==> src/logic/dtp_pkg.sv <==
// dtp_pkg: constants, types and helpers of the deadtime and polarity block
// assumes a 100 MHz clock and a 32-bit apb slave port
package dtp_pkg;
    // ----------------------------------------
    // register map
    // ----------------------------------------
    localparam logic [7:0] ADDR_DTCFG  = 8'h00;
    localparam logic [7:0] ADDR_POLCFG = 8'h04;
    localparam logic [7:0] ADDR_CTRL   = 8'h08;
    localparam logic [7:0] ADDR_PHST   = 8'h0C;
    localparam logic [7:0] ADDR_STAT   = 8'h10;
    // ----------------------------------------
    // reset values and field positions
    // ----------------------------------------
    localparam logic [7:0] DTCFG_RST = 8'hFF;
    localparam logic [7:0] POL_RST   = 8'h3F;
    localparam logic [8:0] CTRL_RST  = 9'h000;
    localparam logic [5:0] PHST_RST  = 6'h00;
    localparam int PCN_BIT  = 7;
    localparam int DTE_BIT  = 6;
    localparam int ZVD_BIT  = 7;
    localparam int REO_BIT  = 6;
    localparam int CKE_BIT  = 0;
    localparam int MOE_BIT  = 1;
    localparam int DAC_BIT  = 2;
    localparam int OS0_BIT  = 3;
    localparam int HFE_LSB  = 4;
    localparam int HFRQ_LSB = 6;
    // ----------------------------------------
    // timing
    // ----------------------------------------
    localparam int CLK_PERIOD_NS = 10;
    localparam int DT_STEP_NS    = 125;
    localparam logic [9:0] DT_STEP_CYC =
        10'((DT_STEP_NS + CLK_PERIOD_NS - 1) / CLK_PERIOD_NS);
    // ----------------------------------------
    // types and helpers
    // ----------------------------------------
    typedef enum logic [0:0] {DTP_IDLE = 1'b0, DTP_RESP = 1'b1} dtp_apb_t;
    function automatic logic [7:0] dtp_merge(input logic [7:0] old,
        input logic [7:0] nw, input logic [7:0] mask);
        return (old & ~mask) | (nw & mask);
    endfunction
    function automatic logic dtp_pin(input logic pol, input logic act);
        return ~(pol ^ act);
    endfunction
endpackage

==> src/logic/dtp_out_if.sv <==
// dtp_out_if: carries switch requests from the core to deadtime and stage
// assumes all parties on one clock
`timescale 1ns/1ps
interface dtp_out_if;
    logic [5:0] act;
    logic       dtOn;
    logic [9:0] dtCyc;
    logic [5:0] gated;
    logic [5:0] pol;
    modport core  (output act, dtOn, dtCyc, pol, input gated);
    modport dtgen (input act, dtOn, dtCyc, output gated);
    modport stage (input gated, pol);
endinterface

==> src/logic/dtp_deadtime.sv <==
// dtp_deadtime: delays each rising switch request by the deadtime
// assumes requests come from logic on the same clock
`timescale 1ns/1ps
module dtp_deadtime (
    input wire logic  clk,
    input wire logic  srst,
    dtp_out_if.dtgen  bus
);
    import dtp_pkg::*;
    logic [9:0] cnt [6];
    // ----------------------------------------
    // per switch delay counters
    // ----------------------------------------
    // rising edge delay
    always_ff @(posedge clk) begin
        for (int i = 0; i < 6; i++) begin
            if (srst || !bus.act[i]) begin
                cnt[i] <= 10'h000;
                bus.gated[i] <= 1'b0;
            end else if (!bus.dtOn || cnt[i] >= bus.dtCyc) begin
                bus.gated[i] <= 1'b1;
            end else begin
                cnt[i] <= cnt[i] + 10'h001;
            end
        end
    end
endmodule // dtp_deadtime

==> src/logic/dtp_stage.sv <==
// dtp_stage: applies output polarity and drives the motor pins
// assumes gated requests are already zero while outputs are disabled
`timescale 1ns/1ps
module dtp_stage (
    input wire logic  clk,
    input wire logic  srst,
    dtp_out_if.stage  bus,
    output logic [5:0] motorOutPins
);
    import dtp_pkg::*;
    logic [5:0] next_pins;
    // ----------------------------------------
    // polarity mapping
    // ----------------------------------------
    // pin level table
    always_comb begin
        for (int i = 0; i < 6; i++) begin
            next_pins[i] = dtp_pin(bus.pol[i], bus.gated[i]);
        end
    end
    always_ff @(posedge clk) begin
        if (srst) begin
            motorOutPins <= 6'h00;
        end else begin
            motorOutPins <= next_pins;
        end
    end
endmodule // dtp_stage

==> src/logic/dtp_top.sv <==
// dtp_top: deadtime and output polarity stage of a motor pwm unit
// assumes pwm and commutation inputs from logic on clk; apb master on clk
//
// The address map and the APB register port were decided locally.
`timescale 1ns/1ps
module dtp_top (
    input  wire logic        clk,
    input  wire logic        srst,
    input  wire logic        psel,
    input  wire logic        penable,
    input  wire logic        pwrite,
    input  wire logic [7:0]  paddr,
    input  wire logic [31:0] pwdata,
    output logic [31:0]      prdata,
    output logic             pready,
    output logic             pslverr,
    input  wire logic        pwmU,
    input  wire logic        pwmV,
    input  wire logic        pwmW,
    input  wire logic        commEvent,
    output logic [2:0]       chanMgrPwm,
    output logic [5:0]       motorOutPins,
    output logic             motorOutEn,
    output logic             edgeRelationSel,
    output logic             bemfChannelSel
);
    import dtp_pkg::*;

    // ----------------------------------------
    // declarations
    // ----------------------------------------
    dtp_out_if  outBus ();
    dtp_apb_t   apbState;
    dtp_apb_t   next_apbState;
    logic [7:0] deadtimeConfig;
    logic [7:0] outputPolarityConfig;
    logic [8:0] ctrlReg;
    logic [5:0] phaseStatePre;
    logic [5:0] outputState;
    logic       dtLocked;
    logic       polLocked;
    logic [9:0] chopCnt;
    logic [2:0] next_chanMgrPwm;

    // ----------------------------------------
    // field decode
    // ----------------------------------------
    wire        channelCountSel   = deadtimeConfig[PCN_BIT];
    wire        deadtimeEnable    = deadtimeConfig[DTE_BIT];
    wire [5:0]  deadtimeSetting   = deadtimeConfig[5:0];
    wire [5:0]  outputPolarity    = outputPolarityConfig[5:0];
    wire        clockEnable       = ctrlReg[CKE_BIT];
    wire        masterOutputEnable = ctrlReg[MOE_BIT];
    wire        directAccess      = ctrlReg[DAC_BIT];
    wire        pwmApplicationSel = ctrlReg[OS0_BIT];
    wire [1:0]  chopperEnable     = ctrlReg[HFE_LSB +: 2];
    wire [2:0]  chopperFrequency  = ctrlReg[HFRQ_LSB +: 3];

    // ----------------------------------------
    // apb decode
    // ----------------------------------------
    wire access  = psel & penable;
    wire commit  = access & pready;
    wire hitDt   = (paddr == ADDR_DTCFG);
    wire hitPol  = (paddr == ADDR_POLCFG);
    wire hitCtrl = (paddr == ADDR_CTRL);
    wire hitPh   = (paddr == ADDR_PHST);
    wire hitStat = (paddr == ADDR_STAT);
    wire mapped  = hitDt | hitPol | hitCtrl | hitPh | hitStat;
    wire wrDt    = commit & pwrite & hitDt;
    wire wrPol   = commit & pwrite & hitPol;
    wire wrCtrl  = commit & pwrite & hitCtrl;
    wire wrPh    = commit & pwrite & hitPh;
    wire [7:0] wByte = pwdata[7:0];

    // ----------------------------------------
    // write-once masks
    // ----------------------------------------
    // enable write-once under pcn
    wire dteFree = ~channelCountSel | ~dtLocked;
    wire [7:0] dtMask  = {1'b1, dteFree, {6{~dtLocked}}};
    wire [7:0] polMask = {2'b11, {6{~polLocked}}};
    wire [7:0] next_dtCfg  = dtp_merge(deadtimeConfig, wByte, dtMask);
    wire [7:0] next_polCfg = dtp_merge(outputPolarityConfig, wByte, polMask);

    // ----------------------------------------
    // read mux
    // ----------------------------------------
    wire [31:0] statWord = {23'h000000, motorOutEn, polLocked, dtLocked,
                            motorOutPins};
    wire [31:0] rdMux =
        hitDt   ? {24'h000000, deadtimeConfig} :
        hitPol  ? {24'h000000, outputPolarityConfig} :
        hitCtrl ? {23'h000000, ctrlReg} :
        hitPh   ? {26'h0000000, outputState} :
        hitStat ? statWord : 32'h00000000;

    // ----------------------------------------
    // apb handshake
    // ----------------------------------------
    always_comb begin
        case (apbState)
            DTP_IDLE: next_apbState = access ? DTP_RESP : DTP_IDLE;
            DTP_RESP: next_apbState = DTP_IDLE;
            default:  next_apbState = DTP_IDLE;
        endcase
    end

    always_ff @(posedge clk) begin
        if (srst) begin
            apbState <= DTP_IDLE;
            pready   <= 1'b0;
            pslverr  <= 1'b0;
            prdata   <= 32'h00000000;
        end else begin
            apbState <= next_apbState;
            pready   <= (next_apbState == DTP_RESP);
            pslverr  <= (next_apbState == DTP_RESP) & ~mapped;
            prdata   <= (next_apbState == DTP_RESP) ? rdMux : 32'h00000000;
        end
    end

    // ----------------------------------------
    // configuration registers
    // ----------------------------------------
    // reset values
    always_ff @(posedge clk) begin
        if (srst) begin
            deadtimeConfig       <= DTCFG_RST;
            outputPolarityConfig <= POL_RST;
            ctrlReg              <= CTRL_RST;
        end else begin
            if (wrDt) deadtimeConfig <= next_dtCfg;
            if (wrPol) outputPolarityConfig <= next_polCfg;
            if (wrCtrl) ctrlReg <= pwdata[8:0];
        end
    end

    always_ff @(posedge clk) begin
        if (srst) begin
            dtLocked  <= 1'b0;
            polLocked <= 1'b0;
        end else begin
            dtLocked  <= dtLocked | wrDt;
            polLocked <= polLocked | wrPol;
        end
    end

    // ----------------------------------------
    // phase state preload
    // ----------------------------------------
    // direct access loads now
    always_ff @(posedge clk) begin
        if (srst) begin
            phaseStatePre <= PHST_RST;
            outputState   <= PHST_RST;
        end else begin
            if (wrPh) phaseStatePre <= pwdata[5:0];
            if (wrPh && directAccess) begin
                outputState <= pwdata[5:0];
            end else if (commEvent && !directAccess) begin
                outputState <= phaseStatePre;
            end
        end
    end

    // ----------------------------------------
    // channel manager feed
    // ----------------------------------------
    // single phase forward, all three phases under pcn
    assign next_chanMgrPwm = channelCountSel ? {pwmW, pwmV, pwmU}
                                             : {2'b00, pwmU};

    // ----------------------------------------
    // chopper
    // ----------------------------------------
    always_ff @(posedge clk) begin
        if (srst) begin
            chopCnt <= 10'h000;
        end else begin
            chopCnt <= chopCnt + 10'h001;
        end
    end
    wire [3:0] chopBit  = {1'b0, chopperFrequency} + 4'h2;
    wire       chopWave = chopCnt[chopBit];

    // ----------------------------------------
    // complementary drive
    // ----------------------------------------
    // needs clock and output enable
    wire enOn      = clockEnable & masterOutputEnable;
    wire pairedDac = directAccess & ~channelCountSel & deadtimeEnable;
    wire compOn    = channelCountSel | (directAccess & deadtimeEnable);
    wire [2:0] pwmSel = next_chanMgrPwm | {2'b00, 1'b0} |
                        (channelCountSel ? 3'b000 : {pwmU, pwmU, 1'b0});
    wire [2:0] pwmA   = pwmSel ^ {3{pwmApplicationSel & pairedDac}};
    wire chopHi = ~(pairedDac & chopperEnable[0]) | chopWave;
    wire chopLo = ~(pairedDac & chopperEnable[1]) | chopWave;
    logic [5:0] rawAct;
    always_comb begin
        for (int p = 0; p < 3; p++) begin
            rawAct[2*p] = outputState[2*p] & pwmA[p] & chopHi;
            rawAct[2*p+1] = outputState[2*p+1] & chopLo &
                            (compOn ? ~pwmA[p] : pwmA[p]);
        end
    end

    assign outBus.act   = enOn ? rawAct : 6'h00;
    assign outBus.dtOn  = deadtimeEnable;
    assign outBus.dtCyc = ({4'h0, deadtimeSetting} + 10'h001) * DT_STEP_CYC;
    assign outBus.pol   = outputPolarity;

    // ----------------------------------------
    // submodules
    // ----------------------------------------
    dtp_deadtime uDeadtime (
        .clk  (clk),
        .srst (srst),
        .bus  (outBus)
    );

    dtp_stage uStage (
        .clk          (clk),
        .srst         (srst),
        .bus          (outBus),
        .motorOutPins (motorOutPins)
    );

    // ----------------------------------------
    // registered side outputs
    // ----------------------------------------
    always_ff @(posedge clk) begin
        if (srst) begin
            chanMgrPwm      <= 3'h0;
            motorOutEn      <= 1'b0;
            edgeRelationSel <= 1'b0;
            bemfChannelSel  <= 1'b0;
        end else begin
            chanMgrPwm      <= next_chanMgrPwm;
            motorOutEn      <= enOn;
            edgeRelationSel <= outputPolarityConfig[ZVD_BIT];
            bemfChannelSel  <= outputPolarityConfig[REO_BIT];
        end
    end
endmodule // dtp_top

==> config.mk <==
export PLATFORM = sky130hd
export DESIGN_NAME = dtp_top
export DESIGN_NICKNAME = d
export VERILOG_FILES = /design/src/logic/dtp_pkg.sv /design/src/logic/dtp_out_if.sv /design/src/logic/dtp_deadtime.sv /design/src/logic/dtp_stage.sv /design/src/logic/dtp_top.sv
export SDC_FILE = /design/constraint.sdc
export NUM_CORES = 1
export LEC_CHECK = 0
export ABC_CLOCK_PERIOD_IN_PS = 5030
export BUFFER_PORTS_ARGS = -buffer_cell sky130_fd_sc_hd__buf_2
export CAP_MARGIN = 20
export CORE_MARGIN = 4
export CORE_UTILIZATION = 30
export DETAILED_ROUTE_END_ITERATION = 6
export PLACE_DENSITY_LB_ADDON = 0.05
export SYNTH_ARGS = -nofsm -noshare
export SYNTH_HDL_FRONTEND = slang
export SYNTH_HIERARCHICAL = 1
export SYNTH_SLANG_ARGS = --single-unit
export TNS_END_PERCENT = 20
==> constraint.sdc <==
create_clock -name clk -period 5.03 [get_ports clk]
set_input_delay 0 -clock clk [delete_from_list [all_inputs] [get_ports clk]]
set_output_delay 0 -clock clk [all_outputs]
set_load 0.005 [all_outputs]
==> key figures, run 1 <==
Setup path
  • Worst setup EP type: flip-flop
  • Crit Path Max Fanout: 10
  • CP arrival: 4.79 ns
  • Startpoint Class: flip-flop
  • Kind of critical path: flip-flop to flip-flop
  • Worst Path Required: 5.13 ns

Final layout
  • Share of layout cells above drive strength 1: 12.3%
  • Cell area after layout: 0.00997 mm2
  • Synth-to-Final Area Change: 16.7%
  • Final core occ: 35.7%
  • Final nets: 1,131
  • Diode count: 0

Timing
  • Relative slew margins: 54.2%
  • Final Max Slew Viols: 0
  • Slew @ Worst Pin: 0.682 ns
  • Period minus WS final: 4.69 ns
  • Setup TNS: 0 ns
  • Final setup vio count: 0
  • F_max: 0.213 GHz
  • Final Skew: 0.0169 ns
  • RSZ-0062 raised after global routing: no
  • Final Hold Viols: 0
  • Period utilisation layout: 93.3%

Synth
  • Synth top area share: 21.1%
  • Post-Syn Area: between 0.008 and 0.009 mm2
  • Synth Flop Type: dfxtp_1
  • Top post-synthesis cells by area: edfxtp_1, dfxtp_1, ha_1
  • Post-Synthesis Cells: a little over 900
  • Dominant cell type by area after synthesis: edfxtp_1
  • Count leader, synth: nor2_1
  • Synth top cells by count: nor2_1, ha_1, dfxtp_1
  • Synthesis-stage register bit count: about 140
  • Sequential share of the synthesized area: 39.4%
  • Post-synth EDFFs: 60
  • Distinct cells, synth: 65
  • Ys async rst share: 0%
  • Synth Warn #: 6
  • Synth Area per Inst: 9.38 um2

Detailed routing
  • Remaining DRCs: 0
  • Vias: 6,468
  • DR WL/cell: 15.9 um
  • Routed wire length: between 20,000 and 25,000 um
  • Antenna viol nets, final: 0
  • Pre-antenna DRT Iters: 4
  • Iter 0 DRT Violations: about 440
  • Via-to-Cell Ratio: 4.67

Clock network
  • CTS Buffer Depth: 2
  • Clock latency on the worst-skew pair: 0.43 ns
  • Root buffer cell: clkbuf_16
  • Post-CTS Setup Inserts: 0
  • Sink Count: approximately 140
  • H-tree depth: 4
  • TritonCTS clock tree: yes
  • Num CTS Buffers: 17
  • Clock transition at path regs: 0.07 ns

Pwr
  • Power Density: 246 mW/mm2
  • LEAKAGE: 4.25 nW
  • Worst IR Drop VDD: 0.000156 V

GRT
  • Total track usage: 14.6%
  • Largest net degree at the start of global routing: 33
  • Remaining Overflow, GRT: 0
  • Initial antenna violation count: 0
  • Vias in the first global route: 6,408
  • First-pass GRT wire length: 35,700 um

Die
  • DIE AREA: between 0.03 and 0.04 mm2
  • Die Y: 177 um
  • Initial core utilization: 30.6%
  • Cell Rows: 61
  • Core footprint: 0.0279 mm2
  • Die extent in x: 177 um
  • # IOs: 95

Status
  • Status: completed

Placed design
  • Post-DP HPWL: between 15,000 and 20,000 um
  • Final RePlAce weighted congestion: 0.751
  • I/O Buffers: 48
  • Placed Area: 0.00921 mm2

Min path
  • Worst hold-check path type: input pin to flip-flop

Run
  • Max_cap viols: 0
## critical path: stages (launching register included)
cell and delay, ns:
dfxtp_1 0.41, nand3_1 0.12, xor2_1 0.18, inv_1 0.07, ha_1 0.27, inv_1 0.05
fa_1 0.51, inv_1 0.04, ha_1 0.29, nor2b_1 0.15, o31a_1 0.26, or4_1 0.47
and3_1 0.19, inv_1 0.09, buf_4 0.17, ha_1 0.25, nor2b_1 0.15, a211oi_1 0.33
or2_2 0.35
## worst paths after layout
path,from,to,slack [ns],cells after the start
min reg2reg,chopCnt[0]$_SDFF_PP0_,chopCnt[0]$_SDFF_PP0_,0.47,1
max,flip-flop,uDeadtime/cnt[5][7]$_SDFFCE_PN0P_,0.34,18
max reg2reg,flip-flop,uDeadtime/cnt[5][7]$_SDFFCE_PN0P_,0.34,18
min,paddr[1],prdata[5]$_SDFF_PP0_,0.02,4
## routing by layer
layer / track usage [%] / part of all wire [%]
met5: 0 / 0
met4: 3.22 / 0.86
met3: 2.46 / 3.4
met2: 22.2 / 44
met1: 21.9 / 52
## stage by stage
stage	hold slack (ns)	total power (W)	worst slack [ns]	cells
floorplan	0.0724	0.00124	0.127	932
global placement	0.237	0.00127	0.239	1334
detailed placement	0.246	0.00126	0.153	1334
CTS	0.00219	0.00249	0.110	1384
global route	0.0586	0.00256	0.0341	1384
finish	0.0230	0.00245	0.336	1384
## layout by cell type, fill, tap and decap left out, drive strengths merged, types with 16 or more instances in the layout
master	count
nand4	16
conb	23
nand2	53
nor2b	18
inv	72
nand3	48
edfxtp	60
buf	71
xor2	44
and3	16
ha	85
nor2	113
nor3	19
dlygate4sd3	19
mux2i	38
o21ai	20
a21oi	56
clkbuf	17
xnor2	29
dfxtp	78
nand2b	19
## report_power, final
group,total (W),switching (W),internal (W),leakage [nW]
registers,0.00117,0.00000280,0.00116,1.37
clock network,0.00120,0.000551,0.000650,0.269
logic,0.0000843,0.0000511,0.0000332,2.61
## flip-flops by register name, summed over array words and instances (netlist names), named ones only
name                  flops
pslverr                   1
chopCnt                  10
phaseStatePre             6
uStage/motorOutPins       6
outputState               6
bemfChannelSel            1
ctrlReg                   9
edgeRelationSel           1
polLocked                 1
uDeadtime/bus.gated       6
deadtimeConfig            1
prdata                    9
motorOutEn                1
uDeadtime/cnt            60
chanMgrPwm                3
outputPolarityConfig      2
dtLocked                  1
apbState                  1
## what timing repair did
| item | 4_1_cts | 5_1_grt |
|---|---|---|
| hold buffers | 19 | 0 |
| endpoints found under the setup margin | 0 | 52 |
| resized for setup | 0 | 5 |
| hold endpoints to repair | 46 | 0 |
## final cells by class
type | instances | area [um2]
repair buffers | 90 | 603
multi-input cells | 685 | 4740
inverters | 62 | 233
fillers | 2945 | 18000
well taps | 378 | 473
flip-flops and latches | 138 | 3370
clock buffers | 17 | 425
clock inverters | 14 | 126
## cell families after synthesis
| logic type | count (synthesis) | synth area share (%) |
|---|---|---|
| AOI/OAI and AO/OA | 132 | 9.86 |
| xor gates and xnor gates | 73 | 7.49 |
| adders and majority gates | 88 | 13.2 |
| buffers and inverters | 109 | 6.20 |
| DFF | 138 | 39.4 |
| muxes | 42 | 5.25 |
| other | 1 | 0.0439 |
| and+or+nand+nor | 327 | 18.6 |
Power figures use the tool's default switching activity.
==> run 2: changes to the inputs <==
Settings changed: ABC_CLOCK_PERIOD_IN_PS 5030 to 4000, SYNTH_HIERARCHICAL 1 to not set.
Clock period 5.03 ns to 4 ns, I/O delays scaled along.
==> run 2 against run 1 <==
The run now ends with negative setup slack left; power increased by 30%; cell area increased by 13%; combinational power increased by 11%; clock power increased by 36%; flip-flop and latch count unchanged; global-route usage increased by 1.8 points; final cell count increased by 3.3%; clock skew decreased by 0.0052 ns.
==> key figures, run 2 <==
Synth
  • Post-Synthesis Cells: 909 (was 910)
  • Dominant cell type by area after synthesis: edfxtp_1 (unchanged)
  • Post-synth EDFFs: 60 (unchanged)
  • Synth top area share: 21.0% (was 21.1%)
  • Synth Area per Inst: 9.42 um2 (was 9.38 um2)
  • Ys async rst share: 0% (unchanged)
  • Sequential share of the synthesized area: 39.3% (was 39.4%)
  • Synth Warn #: 0 (was 6)
  • Post-Syn Area: 0.00857 mm2 (was 0.00854 mm2)
  • Distinct cells, synth: 74 (was 65)
  • Top post-synthesis cells by area: edfxtp_1, dfxtp_1, ha_1 (unchanged)
  • Count leader, synth: nand2_1 (was nor2_1)
  • Synth top cells by count: nand2_1, dfxtp_1, ha_1 (was nor2_1, ha_1, dfxtp_1)
  • Synthesis-stage register bit count: 138 (unchanged)
  • Synth Flop Type: dfxtp_1 (unchanged)

Timing
  • Setup WS post-layout: -0.167 ns (was 0.336 ns)
  • Slew @ Worst Pin: 0.846 ns (was 0.682 ns)
  • Relative slew margins: 43.4% (was 54.2%)
  • RSZ-0062 raised after global routing: yes (was no)
  • Final Max Slew Viols: 0 (unchanged)
  • F_max: 0.240 GHz (was 0.213 GHz)
  • Final setup vio count: 104 (was 0)
  • Period utilisation layout: 104% (was 93.3%)
  • Final Skew: 0.0116 ns (was 0.0169 ns)
  • Period minus WS final: 4.17 ns (was 4.69 ns)
  • Final Hold Viols: 0 (unchanged)
  • Hold_ws: 0.0297 ns (was 0.0230 ns)

Pwr
  • Logic pwr share: 2.9% (was 3.4%)
  • Switch Pwr: 0.000732 W (was 0.000605 W)
  • Worst IR Drop VDD: 0.000267 V (was 0.000156 V)
  • Clock network power share: 51.0% (was 49.0%)
  • Sequential share of power: 46.0% (was 47.5%)
  • Power Density: 284 mW/mm2 (was 246 mW/mm2)
  • Switching share of power: 22.9% (was 24.7%)
  • Internal power: 0.00246 W (was 0.00185 W)
  • Final Power: 0.00320 W (was 0.00245 W)
  • LEAKAGE: 4.41 nW (was 4.25 nW)

Min path
  • Hold EP: outputState[5]$_SDFFE_PP0P_ (was prdata[5]$_SDFF_PP0_)
  • Worst hold path stage count: 3 (was 4)
  • Hold Crit Start: commEvent (was paddr[1])
  • Worst hold-check path type: input pin to flip-flop (unchanged)

Die
  • # IOs: 95 (unchanged)
  • Core footprint: 0.0280 mm2 (was 0.0279 mm2)
  • Initial core utilization: 30.6% (about the same)
  • Die Y: 177 um (about the same)
  • Die extent in x: 177 um (about the same)
  • DIE AREA: 0.0313 mm2 (was 0.0312 mm2)
  • Cell Rows: 61 (unchanged)

Detailed routing
  • Routed wire length: 25,000 um (was 22,000 um)
  • DR WL/cell: 17.5 um (was 15.9 um)
  • Pre-antenna DRT Iters: 5 (was 4)
  • Remaining DRCs: 0 (unchanged)
  • Via-to-Cell Ratio: 4.82 (was 4.67)
  • Iter 0 DRT Violations: 322 (was 442)
  • Antenna viol nets, final: 0 (unchanged)
  • Vias: 6,887 (was 6,468)

Status
  • Status: finished, violations left (was completed)
  • Failing checks: negative setup slack

Setup path
  • FF-to-FF setup slack: -0.17 ns (was 0.34 ns)
  • Kind of critical path: flip-flop to flip-flop (unchanged)
  • R2r endpoint: uDeadtime.cnt[4][3]$_SDFFCE_PN0P_ (was uDeadtime/cnt[5][7]$_SDFFCE_PN0P_)
  • CP arrival: 4.32 ns (was 4.79 ns)
  • FF-to-FF path depth: 17 (was 18)
  • Slowest stage delay, CP: 0.49 ns (was 0.51 ns)
  • Worst setup EP type: flip-flop (unchanged)
  • Crit Path Max Fanout: 10 (unchanged)
  • Most common cell on crit path: ha_4 (was inv_1)
  • Startpoint Class: flip-flop (unchanged)
  • Worst-path cell chain: ha_4, xor2_1, ha_1, inv_1, fa_1, inv_2, ha_4, buf_12, xor2_4, ha_4, and2_4, a221oi_2, o21ai_1, o31a_1, maj3_2, o21bai_4, buf_12 (was nand3_1, xor2_1, inv_1, ha_1, inv_1, fa_1, inv_1, ha_1, nor2b_1, o31a_1, or4_1, and3_1, inv_1, buf_4, ha_1, nor2b_1, a211oi_1, or2_2)
  • Worst path slowest cell: fa_1 (unchanged)
  • Worst Path Required: 4.15 ns (was 5.13 ns)

Final layout
  • Reg with most FFs: uDeadtime.cnt (was uDeadtime/cnt)
  • Most frequent cells in the layout: nand2_1, dfxtp_1, buf_4 (was nor2_1, ha_1, dfxtp_1)
  • Most common cell after layout, fill and taps aside: nand2_1 (was nor2_1)
  • Diode count: 0 (unchanged)
  • Cell area after layout: 0.0113 mm2 (was 0.00997 mm2)
  • Final nets: 1,164 (was 1,131)
  • Largest regs: uDeadtime.cnt: 60 flops, chopCnt: 10 flops (was uDeadtime/cnt: 60 flops, chopCnt: 10 flops)
  • Synth-to-Final Area Change: 31.4% (was 16.7%)
  • Number of flip-flops in the largest register: 60 (unchanged)
  • Share of layout cells above drive strength 1: 27.6% (was 12.3%)

Placed design
  • Final RePlAce weighted congestion: 0.781 (was 0.751)
  • Pre-CTS WS: -0.287 ns (was 0.153 ns)
  • Post-DP HPWL: 18,200 um (was 16,300 um)
  • I/O Buffers: 48 (unchanged)
  • Placed Area: 0.00984 mm2 (was 0.00921 mm2)

GRT
  • Initial antenna violation count: 0 (unchanged)
  • Largest net degree at the start of global routing: 47 (was 33)
  • Vias in the first global route: 7,007 (was 6,408)
  • Total track usage: 16.4% (was 14.6%)
  • Remaining Overflow, GRT: 0 (unchanged)
  • First-pass GRT wire length: 39,800 um (was 35,700 um)

Clock network
  • Sink Count: 138 (unchanged)
  • Clock latency on the worst-skew pair: 0.44 ns (was 0.43 ns)
  • Root buffer cell: clkbuf_16 (unchanged)
  • Clock transition at path regs: 0.06 ns (was 0.07 ns)
  • Num CTS Buffers: 17 (unchanged)
  • CTS Buffer Depth: 2 (unchanged)
  • TritonCTS clock tree: yes (unchanged)
  • H-tree depth: 4 (unchanged)

Run
  • Max_cap viols: 0 (unchanged)
run 2: routing by layer:
layer	up-vias	wire length [um]	track usage, %
li1	3509	-	-
met1	3234	11900	21.8
met2	117	11800	27.4
met3	27	726	2.67
met4	0	545	5.38
met5	-	0	0
run 2: worst max path at each step:
stage | start | to | cells after the start
final | flip-flop | uDeadtime.cnt[4][3]$_SDFFCE_PN0P_ | 17
after global routing | flip-flop | uDeadtime.cnt[3][0]$_SDFFCE_PN0P_ | 22
after CTS | flip-flop | uDeadtime.cnt[4][6]$_SDFFCE_PN0P_ | 17
after detailed placement | flip-flop | uDeadtime.cnt[4][2]$_SDFFCE_PN0P_ | 17
after global placement | flip-flop | uDeadtime.cnt[0][3]$_SDFFCE_PN0P_ | 18
after floorplan | flip-flop | uDeadtime.cnt[4][0]$_SDFFCE_PN0P_ | 20
run 2: layout make-up:
class / instances / area, um2
Clock buffer: 20 / 458
Clock inverter: 12 / 133
Fill cell: 2839 / 16800
Inverter: 47 / 179
Multi-Input combinational cell: 688 / 5430
Sequential cell: 138 / 3380
Tap cell: 378 / 473
Timing Repair Buffer: 147 / 1210
run 2: cells by family after synthesis:
kind of cell / count (synthesis) / share of synthesized area, %
AO/OA/AOI/OAI: 148 / 11.7
XOR/XNOR: 74 / 7.57
adder cells (fa/ha/maj): 81 / 12.0
buffers and inverters: 106 / 6.02
flip-flops: 138 / 39.3
multiplexers: 18 / 2.50
other: 1 / 0.0438
AND/OR/NAND/NOR: 343 / 20.9
run 2: power by group through the flow:
stage               Clock [W]  Sequential, W  Combinational (W)
finish                0.00163        0.00147          0.0000932
CTS                   0.00168        0.00147          0.0000937
global route          0.00174        0.00147           0.000104
floorplan                   0        0.00150          0.0000613
global placement            0        0.00150          0.0000835
detailed placement          0        0.00150          0.0000828
run 2: worst max-delay path: cells and delay by family, from the launching register on:
| kind | cells | cell delay [ns] |
|---|---|---|
| buf+inv | 4 | 0.35 |
| fa+ha+maj | 6 | 1.89 |
| xor+xnor | 2 | 0.37 |
| compound gates | 4 | 0.76 |
| flops | 1 | 0.38 |
| simple gates | 1 | 0.14 |
run 2: through the flow:
step,utilization (%),std cells,setup TNS [ns]
finish,40.2,1430,-7.11
global route,40.2,1430,-29.81
CTS,39.5,1426,-12.45
detailed placement,35.1,1370,-21.28
global placement,35.1,1370,-15.95
floorplan,-,931,-3.00
run 2: what timing repair did:
item,4_1_cts,5_1_grt
hold endpoints to repair,43,0
pin swaps,35,19
setup endpoints to repair,126,126
cloned,4,0
resized for setup,63,29
buffers inserted,6,3
hold buffers,14,0
